### config.mk
export PLATFORM = sky130hd
export DESIGN_NAME = lhb_host_bus
export DESIGN_NICKNAME = d
export VERILOG_FILES = /design/src/lhb_pkg.sv /design/src/lhb_host_bus.sv
export VERILOG_INCLUDE_DIRS = /design/src
export SDC_FILE = /design/constraint.sdc
export NUM_CORES = 1
export LEC_CHECK = 0
export BUFFER_PORTS_ARGS = -buffer_cell sky130_fd_sc_hd__buf_2
export CAP_MARGIN = 20
export CELL_PAD_IN_SITES_DETAIL_PLACEMENT = 1
export CELL_PAD_IN_SITES_GLOBAL_PLACEMENT = 1
export CORE_MARGIN = 8
export CORE_UTILIZATION = 35
export CTS_BUF_LIST = sky130_fd_sc_hd__clkbuf_16
export CTS_CLUSTER_DIAMETER = 80
export DETAILED_ROUTE_END_ITERATION = 8
export GPL_TIMING_DRIVEN = 0
export MAX_ROUTING_LAYER = met4
export PLACE_DENSITY_LB_ADDON = 0.1
export SLEW_MARGIN = 40
export SYNTH_ARGS = -nofsm -noshare
export SYNTH_HDL_FRONTEND = slang
export SYNTH_SLANG_ARGS = --single-unit
### constraint.sdc
create_clock -name i_ref_clk -period 2.1 [get_ports i_ref_clk]
set_input_delay 0.105 -clock i_ref_clk [delete_from_list [all_inputs] [get_ports i_ref_clk]]
set_output_delay 0.105 -clock i_ref_clk [all_outputs]
set_load 0.03 [all_outputs]
### src/lhb_cfg.svh
// constants for the lcd host bus interface
`ifndef LHB_CFG_SVH
`define LHB_CFG_SVH
`define LHB_DATA_W 8
`define LHB_SER_BITS 4'h8
`define LHB_SER_SI_BIT 7
`define LHB_SER_SCL_BIT 6
`define LHB_BUF_DEPTH 2
`endif

### src/lhb_pkg.sv
// types for the lcd host bus interface
package lhb_pkg;
  typedef enum logic [1:0] {
    LHB_MODE_SEP = 2'b00,
    LHB_MODE_ENA = 2'b01,
    LHB_MODE_SER = 2'b11
  } lhb_mode_type;
endpackage

### src/lhb_host_bus.sv
// host bus front end: parallel and serial capture, read drive, buffer
`timescale 1ns/10ps
`default_nettype none
`include "lhb_cfg.svh"
// What this block does
// - strobes act only while chip select low
// - reset pin low holds reset state
// - command select high data, low instruction
// - separate strobes: capture at write rising edge
// - separate strobes: drive data while read low
// - direction high reads, low writes
// - enable high drives read; falling edge writes
// - parallel bus bidirectional, driven only reading
// - serial data from top bus pin
// - serial clock on second top pin
// - bus style high enable, low strobes
// - parallel select high parallel, low serial
// - serial mode is write only
module lhb_host_bus #(
  parameter int DATA_W = `LHB_DATA_W // byte width
) (
  input wire logic i_ref_clk, // 10 MHz clock
  input wire logic i_sys_rst, // sync reset, high
  input wire logic i_chip_select_n, // chip select, low
  input wire logic i_module_reset_n, // module reset pin, low
  input wire logic i_data_command_select, // 1 data, 0 command
  input wire logic i_bus_style_select, // 1 enable style
  input wire logic i_par_ser_select, // 1 parallel, 0 serial
  input wire logic i_wr_n_rw, // write strobe or direction
  input wire logic i_rd_n_en, // read strobe or enable
  input wire logic [DATA_W-1:0] i_db, // data bus pin levels in
  output logic [DATA_W-1:0] o_db, // data bus drive value
  output logic o_db_oe_n, // data bus enable, low drives
  output logic o_mode_ser, // serial mode active
  output logic o_rx_valid, // received byte valid
  input wire logic i_rx_ready, // consumer accepts byte
  output logic [DATA_W-1:0] o_rx_data, // received byte
  output logic o_rx_is_data, // byte is display data
  input wire logic [DATA_W-1:0] i_rd_data, // byte to read out
  output logic o_rd_pulse, // one pulse per read end
  output logic o_in_ready // buffer can take a byte
);
  import lhb_pkg::*;
  ////////////////////////////////////////////////////////////////////////////
  // mode and reset
  lhb_mode_type mode; // decoded interface style
  logic rst; // combined reset
  logic sel; // chip selected
  always_comb begin
    rst = i_sys_rst | ~i_module_reset_n;
    sel = ~i_chip_select_n;
    if (!i_par_ser_select) begin
      mode = LHB_MODE_SER;
    end else if (i_bus_style_select) begin
      mode = LHB_MODE_ENA;
    end else begin
      mode = LHB_MODE_SEP;
    end
  end
  assign o_mode_ser = (mode == LHB_MODE_SER);
  ////////////////////////////////////////////////////////////////////////////
  // strobe history, for edge detection against the previous sample
  logic wr_q, wr_d; // previous write pin
  logic rd_q, rd_d; // previous read/enable pin
  logic scl_q, scl_d; // previous serial clock pin
  logic [3:0] cnt_q, cnt_d; // serial bit count
  logic [DATA_W-1:0] sh_q, sh_d; // serial shifter
  logic push; // a byte is complete
  logic [DATA_W-1:0] push_data; // byte to store
  logic push_dc; // its command select
  logic rd_act; // a read is in progress
  logic [DATA_W-1:0] db_q, db_d; // read drive register
  logic rde_q, rde_d; // read drive enable
  logic rdp_q, rdp_d; // read end pulse
  always_comb begin
    wr_d = i_wr_n_rw;
    rd_d = i_rd_n_en;
    scl_d = i_db[`LHB_SER_SCL_BIT];
    cnt_d = cnt_q;
    sh_d = sh_q;
    push = 1'b0;
    push_data = i_db;
    push_dc = i_data_command_select;
    rd_act = 1'b0;
    case (mode)
      LHB_MODE_SEP: begin
        // rising edge of write strobe takes the byte
        push = sel & i_wr_n_rw & ~wr_q;
        rd_act = sel & ~i_rd_n_en;
      end
      LHB_MODE_ENA: begin
        // falling edge of enable with direction low writes
        push = sel & ~i_rd_n_en & rd_q & ~i_wr_n_rw;
        rd_act = sel & i_rd_n_en & i_wr_n_rw;
      end
      default: begin
        // serial is write only; strobe pins are ignored
        if (!sel) begin
          cnt_d = 4'h0;
        end else if (i_db[`LHB_SER_SCL_BIT] & ~scl_q) begin
          sh_d = {sh_q[DATA_W-2:0], i_db[`LHB_SER_SI_BIT]};
          if (cnt_q == `LHB_SER_BITS - 4'h1) begin
            cnt_d = 4'h0;
            push = 1'b1;
            push_data = {sh_q[DATA_W-2:0], i_db[`LHB_SER_SI_BIT]};
          end else begin
            cnt_d = cnt_q + 4'h1;
          end
        end
      end
    endcase
    // drive only during a read, released when deselected
    rde_d = rd_act;
    db_d = rd_act ? i_rd_data : db_q;
    rdp_d = rde_q & ~rd_act;
  end
  always_ff @(posedge i_ref_clk) begin
    if (rst) begin
      wr_q <= 1'b1;
      rd_q <= 1'b0;
      scl_q <= 1'b0;
      cnt_q <= 4'h0;
      sh_q <= '0;
      db_q <= '0;
      rde_q <= 1'b0;
      rdp_q <= 1'b0;
    end else begin
      wr_q <= wr_d;
      rd_q <= rd_d;
      scl_q <= scl_d;
      cnt_q <= cnt_d;
      sh_q <= sh_d;
      db_q <= db_d;
      rde_q <= rde_d;
      rdp_q <= rdp_d;
    end
  end
  assign o_db = db_q;
  assign o_db_oe_n = ~rde_q;
  assign o_rd_pulse = rdp_q;
  ////////////////////////////////////////////////////////////////////////////
  // two-entry buffer; a pushed byte with the buffer full is dropped, so
  // hosts must pace writes by o_in_ready (no pin can stall the bus)
  localparam int DEPTH = `LHB_BUF_DEPTH;
  logic [DATA_W:0] mem_q [DEPTH], mem_d [DEPTH]; // entries {dc,byte}
  logic wp_q, wp_d, rp_q, rp_d; // pointers
  logic [1:0] n_q, n_d; // fill level
  logic do_in, do_out; // transfers
  always_comb begin
    do_in = push & (n_q != 2'h2);
    do_out = (n_q != 2'h0) & i_rx_ready;
    wp_d = wp_q ^ do_in;
    rp_d = rp_q ^ do_out;
    n_d = n_q + {1'b0, do_in} - {1'b0, do_out};
    for (int k = 0; k < DEPTH; k++) begin
      mem_d[k] = mem_q[k];
    end
    if (do_in) begin
      mem_d[wp_q] = {push_dc, push_data};
    end
  end
  always_ff @(posedge i_ref_clk) begin
    if (rst) begin
      wp_q <= 1'b0;
      rp_q <= 1'b0;
      n_q <= 2'h0;
      for (int k = 0; k < DEPTH; k++) begin
        mem_q[k] <= '0;
      end
    end else begin
      wp_q <= wp_d;
      rp_q <= rp_d;
      n_q <= n_d;
      for (int k = 0; k < DEPTH; k++) begin
        mem_q[k] <= mem_d[k];
      end
    end
  end
  assign o_rx_valid = (n_q != 2'h0);
  assign o_rx_data = mem_q[rp_q][DATA_W-1:0];
  assign o_rx_is_data = mem_q[rp_q][DATA_W];
  assign o_in_ready = (n_q != 2'h2);
  ////////////////////////////////////////////////////////////////////////////
  // checks
  property p_no_drive_desel;
    @(posedge i_ref_clk) disable iff (rst)
      !sel |=> o_db_oe_n;
  endproperty
  drive_desel_a: assert property (p_no_drive_desel)
    else $error("bus driven while deselected");
  sep_read_a: assert property (@(posedge i_ref_clk) disable iff (rst)
    (mode == LHB_MODE_SEP && sel && !i_rd_n_en) |=> !o_db_oe_n)
    else $error("no drive during read strobe");
  ena_read_a: assert property (@(posedge i_ref_clk) disable iff (rst)
    (mode == LHB_MODE_ENA && sel && i_rd_n_en && i_wr_n_rw)
      |=> !o_db_oe_n)
    else $error("no drive during enable read");
  ser_nodrive_a: assert property (
    @(posedge i_ref_clk) disable iff (rst)
    (mode == LHB_MODE_SER) |=> o_db_oe_n)
    else $error("serial mode drove the bus");
  sep_write_a: assert property (@(posedge i_ref_clk) disable iff (rst)
    (mode == LHB_MODE_SEP && sel && i_wr_n_rw && !wr_q && n_q == 2'h0
      && !i_rx_ready) |=> (o_rx_valid && o_rx_data == $past(i_db)))
    else $error("write edge byte not stored");
  ena_write_a: assert property (@(posedge i_ref_clk) disable iff (rst)
    (mode == LHB_MODE_ENA && sel && !i_rd_n_en && rd_q && !i_wr_n_rw
      && n_q == 2'h0) |=> o_rx_valid)
    else $error("enable falling edge not stored");
  dc_tag_a: assert property (@(posedge i_ref_clk) disable iff (rst)
    (do_in && n_q == 2'h0) |=> o_rx_is_data == $past(i_data_command_select))
    else $error("command select not kept");
  desel_push_a: assert property (@(posedge i_ref_clk) disable iff (rst)
    !sel |-> !push)
    else $error("byte taken while deselected");
  ser_count_a: assert property (@(posedge i_ref_clk) disable iff (rst)
    (mode == LHB_MODE_SER && push) |-> cnt_q == 4'h7)
    else $error("serial byte not eight bits");
  reset_a: assert property (@(posedge i_ref_clk)
    !i_module_reset_n |=> (!o_rx_valid && o_db_oe_n))
    else $error("reset pin did not reset");
  full_c: cover property (@(posedge i_ref_clk) n_q == 2'h2);
  ser_c: cover property (@(posedge i_ref_clk) mode == LHB_MODE_SER && push);
  rd_c: cover property (@(posedge i_ref_clk) o_rd_pulse);
endmodule
`default_nettype wire

**Word level (Yosys, flattened, before mapping)**

Memory sizes are Yosys's and may differ from the RTL's. A register that Yosys moved wholly into a read port is not among the register bits.
Index checks and enable logic that the tools add are counted.

- Register bits: 28
- Memory bits (writable): 18
- Input bits: 26
- Word-level logic and storage cells: 78
- Memories kept: 1

Memories:

| memory | words | bits a word | rd ports | clocked after memory_dff | wr ports | RTL line | source |
|---|---|---|---|---|---|---|---|
| mem_q | 2 | 9 | 3 | 1 | 2 | lhb_host_bus.sv:145 | `logic [DATA_W:0] mem_q [DEPTH], mem_d [DEPTH];` |

- Add/sub/neg operators: 3
- Magnitude comparators: 2
- Equal/unequal tests: 4
- Mux-type cells: 24
- Bitwise operators: 26
- Reductions and logical operators: 7

Operator list:

| operator | number |
|---|---|
| 8-bit 2-to-1 mux | 4 |
| 9-bit 2-to-1 mux | 3 |
| 18-bit bitwise mux | 1 |
| 18-bit 2-to-1 mux | 1 |
| 4-bit 2-to-1 mux | 3 |
| 1-bit AND | 11 |
| 9-bit demux with 1-bit select | 1 |
| 1-bit inverter | 9 |
| 1-bit 2-to-1 mux | 8 |
| 4-bit by 1-bit adder with 4-bit output (second input constant) | 1 |
| 4-bit by 3-bit equality test with 1-bit output (second input constant) | 1 |
| 1-bit one-hot mux with 2 select lines | 2 |
| 2-bit nonzero test | 2 |
| 1-bit bitwise OR | 3 |
| 3-bit AND reduction | 1 |
| 2-bit by 1-bit adder with 2-bit output | 1 |
| 2-bit by 1-bit equality test with 1-bit output (second input constant) | 1 |
| 2-bit equality test (second input constant) | 1 |
| 2-bit >= comparator (second input constant) | 1 |
| 2-bit zero test | 1 |
| 2-bit by 1-bit less-than comparator with 1-bit output (second input constant) | 1 |
| 2-bit 2-to-1 mux | 1 |
| 2-bit != test (second input constant) | 1 |
| 1-bit inverter with 2-bit output | 1 |
| other kinds (5) | 6 |

**Logic depth before layout (Yosys ltp)**

- Depth in word-level cells: 8
- Mapped depth: 11
- Depth with buffers taken out: 11

**Worst setup path after synthesis**

Ideal clock, no wire load.

- Path kind: flip-flop to flip-flop
- From: reg scl_q
- To: reg n_q[1]
- Library setup time: 0.128 ns
- Arrival time: 2.059 ns
- Path slack: -0.086 ns
- Stages on the path, launching flop included: 11
- Path buffers: 0
- Cell sequence: dfxtp_1 nor4b_1 nand2_1 a21oi_1 inv_1 ha_1 inv_1 ha_1 xor2_1 xnor2_1 nor2_1

- Cells in the longest elaborated chain, start to end: 8

Ends and longest elaborated chain:

| element | RTL line | source |
|---|---|---|
| start: declaration | lhb_host_bus.sv:65 | `logic scl_q, scl_d;` |
| start signal: assignment | lhb_host_bus.sv:130 | `scl_q <= scl_d;` |
| 1-bit inverter | lhb_host_bus.sv:100 | `` end else if (i_db[`LHB_SER_SCL_BIT] & ~scl_q) begin `` |
| 1-bit AND | lhb_host_bus.sv:100 |  |
| 1-bit 2-to-1 mux | lhb_host_bus.sv:100 |  |
| 1-bit 2-to-1 mux | lhb_host_bus.sv:98 | `if (!sel) begin` |
| 1-bit one-hot mux with 2 select lines | lhb_host_bus.sv:85 | `case (mode)` |
| 1-bit AND | lhb_host_bus.sv:150 | `do_in = push & (n_q != 2'h2);` |
| 2-bit by 1-bit adder with 2-bit output | lhb_host_bus.sv:154 | `n_d = n_q + {1'b0, do_in} - {1'b0, do_out};` |
| 2-bit by 1-bit subtractor with 2-bit output | lhb_host_bus.sv:154 |  |
| end signal: assignment | lhb_host_bus.sv:173 | `n_q <= n_d;` |
| end: declaration | lhb_host_bus.sv:147 | `logic [1:0] n_q, n_d;` |

No other way between the ends.
A chain may end at the register's enable or synchronous reset.

**Worst setup path after layout**

- From: reg cnt_q[1]
- To: reg n_q[1]

- Cells in the longest elaborated chain, start to end: 8

Ends and longest elaborated chain:

| element | RTL line | source |
|---|---|---|
| start: declaration | lhb_host_bus.sv:66 | `logic [3:0] cnt_q, cnt_d;` |
| start signal: assignment | lhb_host_bus.sv:131 | `cnt_q <= cnt_d;` |
| 4-bit by 3-bit equality test with 1-bit output | lhb_host_bus.sv:102 | `` if (cnt_q == `LHB_SER_BITS - 4'h1) begin `` |
| 1-bit 2-to-1 mux | lhb_host_bus.sv:102 |  |
| 1-bit 2-to-1 mux | lhb_host_bus.sv:100 |  |
| 1-bit 2-to-1 mux | lhb_host_bus.sv:98 |  |
| 1-bit one-hot mux with 2 select lines | lhb_host_bus.sv:85 |  |
| 1-bit AND | lhb_host_bus.sv:150 |  |
| 2-bit by 1-bit adder with 2-bit output | lhb_host_bus.sv:154 |  |
| 2-bit by 1-bit subtractor with 2-bit output | lhb_host_bus.sv:154 |  |

No other way between the ends.

==> impl_metrics.sql <==
INSERT INTO impl_metrics (metric_group, metric, value, unit) VALUES
('status', 'run_status', 'finished clean', ''),
('clocking', 'level_count_of_the_clock_h_tree', '2', ''),
('timing', 'finalHoldViolCount', '0', ''),
('worst_hold_path', 'whs_path_depth', '3', ''),
('synth', 'synthesized_net_count', '238', ''),
('clocking', 'cts_max_path_buffers', '2', ''),
('worst_setup_path', 'slowest_stage', 'sky130_fd_sc_hd__dfxtp_2', ''),
('synth', 'yosys.cell_count.top_type', 'sky130_fd_sc_hd__dfxtp_1', ''),
('clocking', 'clkSinkCount', '46', ''),
('global_route', 'antenna_found_initial', '0', ''),
('floorplanning', 'start_util', '35.4', '%'),
('place', 'gp_congestion', '0.691', ''),
('timing', 'timing.final.crit_share', '94.9', '%'),
('worst_hold_path', 'hold_end', 'o_db[0]', ''),
('worst_setup_path', 'crit_required', '2.26', 'ns'),
('cells_and_area', 'sequential_cell_area', '923', 'µm²'),
('timing', 'timing_worst_slew_pin_value', '0.631', 'ns'),
('synth', 'synth_area_leaders', 'sky130_fd_sc_hd__dfxtp_1, sky130_fd_sc_hd__mux2i_1, sky130_fd_sc_hd__a21oi_1', ''),
('worst_setup_path', 'worstPathCellList', 'ha_4, and3b_2, nand2_8, a21oi_4, inv_1, ha_4, inv_1, ha_2, xor2_2, xnor2_1, nor2_1', ''),
('synth', 'synth_async_sr_flop_share', '0', '%'),
('synth', 'area_of_the_mapped_netlist', '0.00190', 'mm²'),
('floorplanning', 'i_o_pin_total', '48', ''),
('clocking', 'numCtsBuffers', '5', ''),
('timing', 'setup_viol', '0', ''),
('worst_setup_path', 'ff2ff_path_depth', '11', ''),
('cells_and_area', 'drive_above_1_share', '31.2', '%'),
('timing', 'setup_repair_after_global_routing_missed_its_margin', 'true', ''),
('cells_and_area', 'final_nets', '293', ''),
('power_and_ir_drop', 'power_density', '742', 'mW/mm²'),
('clocking', 'cts-root-buf', 'sky130_fd_sc_hd__clkbuf_16', ''),
('detailed_routing', 'drt_pre_antenna_iters', '4', ''),
('worst_setup_path', 'capture_point_of_the_worst_reg_to_reg_path', 'n_q[1]', ''),
('floorplanning', 'floorplan.rows', '27', ''),
('global_route', 'grt_start_max_net_pins', '16', ''),
('place', 'preCtsSetupSlack', '-0.428', 'ns'),
('power_and_ir_drop', 'irDropWorstVdd', '0.000374', 'V'),
('global_route', 'gr-total-overflow', '0', ''),
('synth', 'synth_flop_cell', 'sky130_fd_sc_hd__dfxtp_1', ''),
('worst_setup_path', 'timing_worst_setup_path_type', 'register to register', ''),
('floorplanning', 'die_height', '89.7', 'µm'),
('detailed_routing', 'detail_route.drc_violations', '0', ''),
('synth', 'synth_top_area_cell', 'sky130_fd_sc_hd__dfxtp_1', ''),
('place', 'placed_area', '0.00224', 'mm²'),
('worst_setup_path', 'critical_path_start_type', 'register', ''),
('synth', 'synthesis.instances', '207', ''),
('cells_and_area', 'area.growth.synth_to_final', '30.0', '%'),
('job', 'max-cap-violations', '0', ''),
('timing', 'finClkSkew', '0.00579', 'ns'),
('timing', 'postLayoutSetupSlackWorst', '0.107', 'ns'),
('power_and_ir_drop', 'total_power', '1.83', 'mW'),
('cells_and_area', 'multiInputGateArea', '992', 'µm²'),
('floorplanning', 'die_x', '89.7', 'µm'),
('clocking', 'cts_tree', 'yes', ''),
('clocking', 'path_clk_slew', '0.06', 'ns'),
('worst_setup_path', 'cp.buffers_inverters', '2', ''),
('synth', 'yosys_warnings', '0', ''),
('floorplanning', 'design.core.area', '0.00537', 'mm²'),
('synth', 'ys_ff_latch', '46', ''),
('cells_and_area', 'insertedDiodeCount', '0', ''),
('floorplanning', 'design.die.area', '0.00805', 'mm²'),
('worst_setup_path', 'r2r_setup_slack', '0.11', 'ns'),
('detailed_routing', 'route.final.wire_length', '4980', 'µm'),
('global_route', 'grt_pass1_vias', '1753', ''),
('worst_setup_path', 'worstReg2RegStart', 'cnt_q[1]', ''),
('synth', 'edff_count_synth', '0', ''),
('detailed_routing', 'vias', '1634', ''),
('synth', 'synth-seq-area-share', '48.4', '%'),
('place', 'dpl.hpwl', '3680', 'µm'),
('global_route', 'grt_first_pass_wirelength', '8490', 'µm'),
('detailed_routing', 'routed_via_density', '4.88', ''),
('worst_setup_path', 'cpLargestDelayFamily', 'adder cells', '');
==> where the power goes <==
part | switching [mW] | leakage, nW | internal, mW
Combinational | 0.0989 | 0.667 | 0.0649
Clock | 0.337 | 0.0698 | 0.441
Sequential | 0.00709 | 0.373 | 0.886
Total | 0.443 | 1.11 | 1.39
==> metrics by stage <==
stage / instances / hold WS (ns) / utilization, % / setup TNS (ns)
after floorplan: 207 / 0.195 / - / 0
after global placement: 326 / 0.334 / 41.7 / -5.69
after detailed placement: 326 / 0.345 / 41.7 / -5.92
after CTS: 334 / 0.0471 / 45.3 / 0
after global routing: 335 / 0.0551 / 46.1 / -0.104
final: 335 / 0.0514 / 46.1 / 0
==> placed cells by master (no fill, tap or decap), types with 2 or more instances in the layout <==
| master | netlist | routed |
|---|---|---|
| sky130_fd_sc_hd__buf_2 | 1 | 48 |
| sky130_fd_sc_hd__dfxtp_1 | 46 | 44 |
| sky130_fd_sc_hd__a21oi_1 | 27 | 26 |
| sky130_fd_sc_hd__o21ai_0 | 19 | 19 |
| sky130_fd_sc_hd__nor2_1 | 19 | 19 |
| sky130_fd_sc_hd__mux2i_1 | 17 | 17 |
| sky130_fd_sc_hd__nand2_1 | 15 | 14 |
| sky130_fd_sc_hd__mux2_2 | 9 | 9 |
| sky130_fd_sc_hd__clkbuf_1 | 12 | 8 |
| sky130_fd_sc_hd__nand2b_1 | 5 | 5 |
| sky130_fd_sc_hd__inv_1 | 5 | 5 |
| sky130_fd_sc_hd__clkbuf_16 | 0 | 5 |
| sky130_fd_sc_hd__and2_1 | 4 | 4 |
| sky130_fd_sc_hd__nand3_1 | 4 | 4 |
| sky130_fd_sc_hd__buf_4 | 0 | 3 |
| sky130_fd_sc_hd__or2_2 | 2 | 2 |
| sky130_fd_sc_hd__clkbuf_2 | 0 | 2 |
| sky130_fd_sc_hd__nor2b_1 | 2 | 2 |
| sky130_fd_sc_hd__xnor2_1 | 2 | 2 |
| sky130_fd_sc_hd__ha_4 | 0 | 2 |
| sky130_fd_sc_hd__ha_1 | 5 | 2 |
| sky130_fd_sc_hd__dfxtp_2 | 0 | 2 |
==> worst max-delay path by stage <==
stage / start / end / slack (ns) / cells after the start
after detailed placement: cnt_q[0] / mem_q[0][6] / -0.43 / 9
final: cnt_q[1] / n_q[1] / 0.11 / 11
after global routing: cnt_q[0] / n_q[1] / -0.04 / 11
after CTS: cnt_q[1] / n_q[1] / 0.003 / 11
after floorplan: cnt_q[0] / n_q[1] / 0.05 / 11
after global placement: cnt_q[0] / mem_q[0][6] / -0.42 / 9
==> area by class of cell <==
type	instances	share of cell area, %
clock inverter	3	0.860
sequential	46	37.3
timing repair buffer	50	10.4
multi-input combinational	143	40.1
tap	72	3.64
buffer	11	1.82
inverter	5	0.759
clock buffer	5	5.06
==> cell families after synthesis <==
group / share of synthesized area (%)
compound gates: 13.3
buf+inv: 3.62
flops: 48.4
xor+xnor: 1.38
simple gates: 15.7
fa+ha+maj: 3.29
mux: 14.3
==> layer usage <==
| metal | part of all wire, % | global-route usage [%] | vias to the layer above |
|---|---|---|---|
| met5 | 0 | - | - |
| met4 | 1.2 | 4.23 | 0 |
| met3 | 5.7 | 4.74 | 7 |
| met2 | 44 | 20.4 | 42 |
| met1 | 49 | 15.6 | 770 |
| li1 | - | - | 815 |
==> worst min-delay path, delay by kind of cell <==
| family | cells | cell delay, ns |
|---|---|---|
| buffers and inverters | 1 | 0.07 |
| multiplexers | 1 | 0.05 |
| AND/OR/NAND/NOR | 1 | 0.07 |
==> repair_timing <==
item	4_1_cts	5_1_grt
endpoints found under the hold margin	0	0
pin swaps	2	5
buffers inserted	2	1
gates resized for setup	10	4
hold buffers	0	0
endpoints found under the setup margin	20	7
==> state kept, by name (all words and copies together), names as in the netlist <==
| register | cells |
|---|---|
| cnt_q | 4 |
| mem_q | 18 |
| n_q | 2 |
| o_db | 8 |
| o_rd_pulse | 1 |
| rd_q | 1 |
| rde_q | 1 |
| rp_q | 1 |
| scl_q | 1 |
| sh_q | 7 |
| wp_q | 1 |
| wr_q | 1 |
Note: power is estimated with default switching activity, not from simulation.
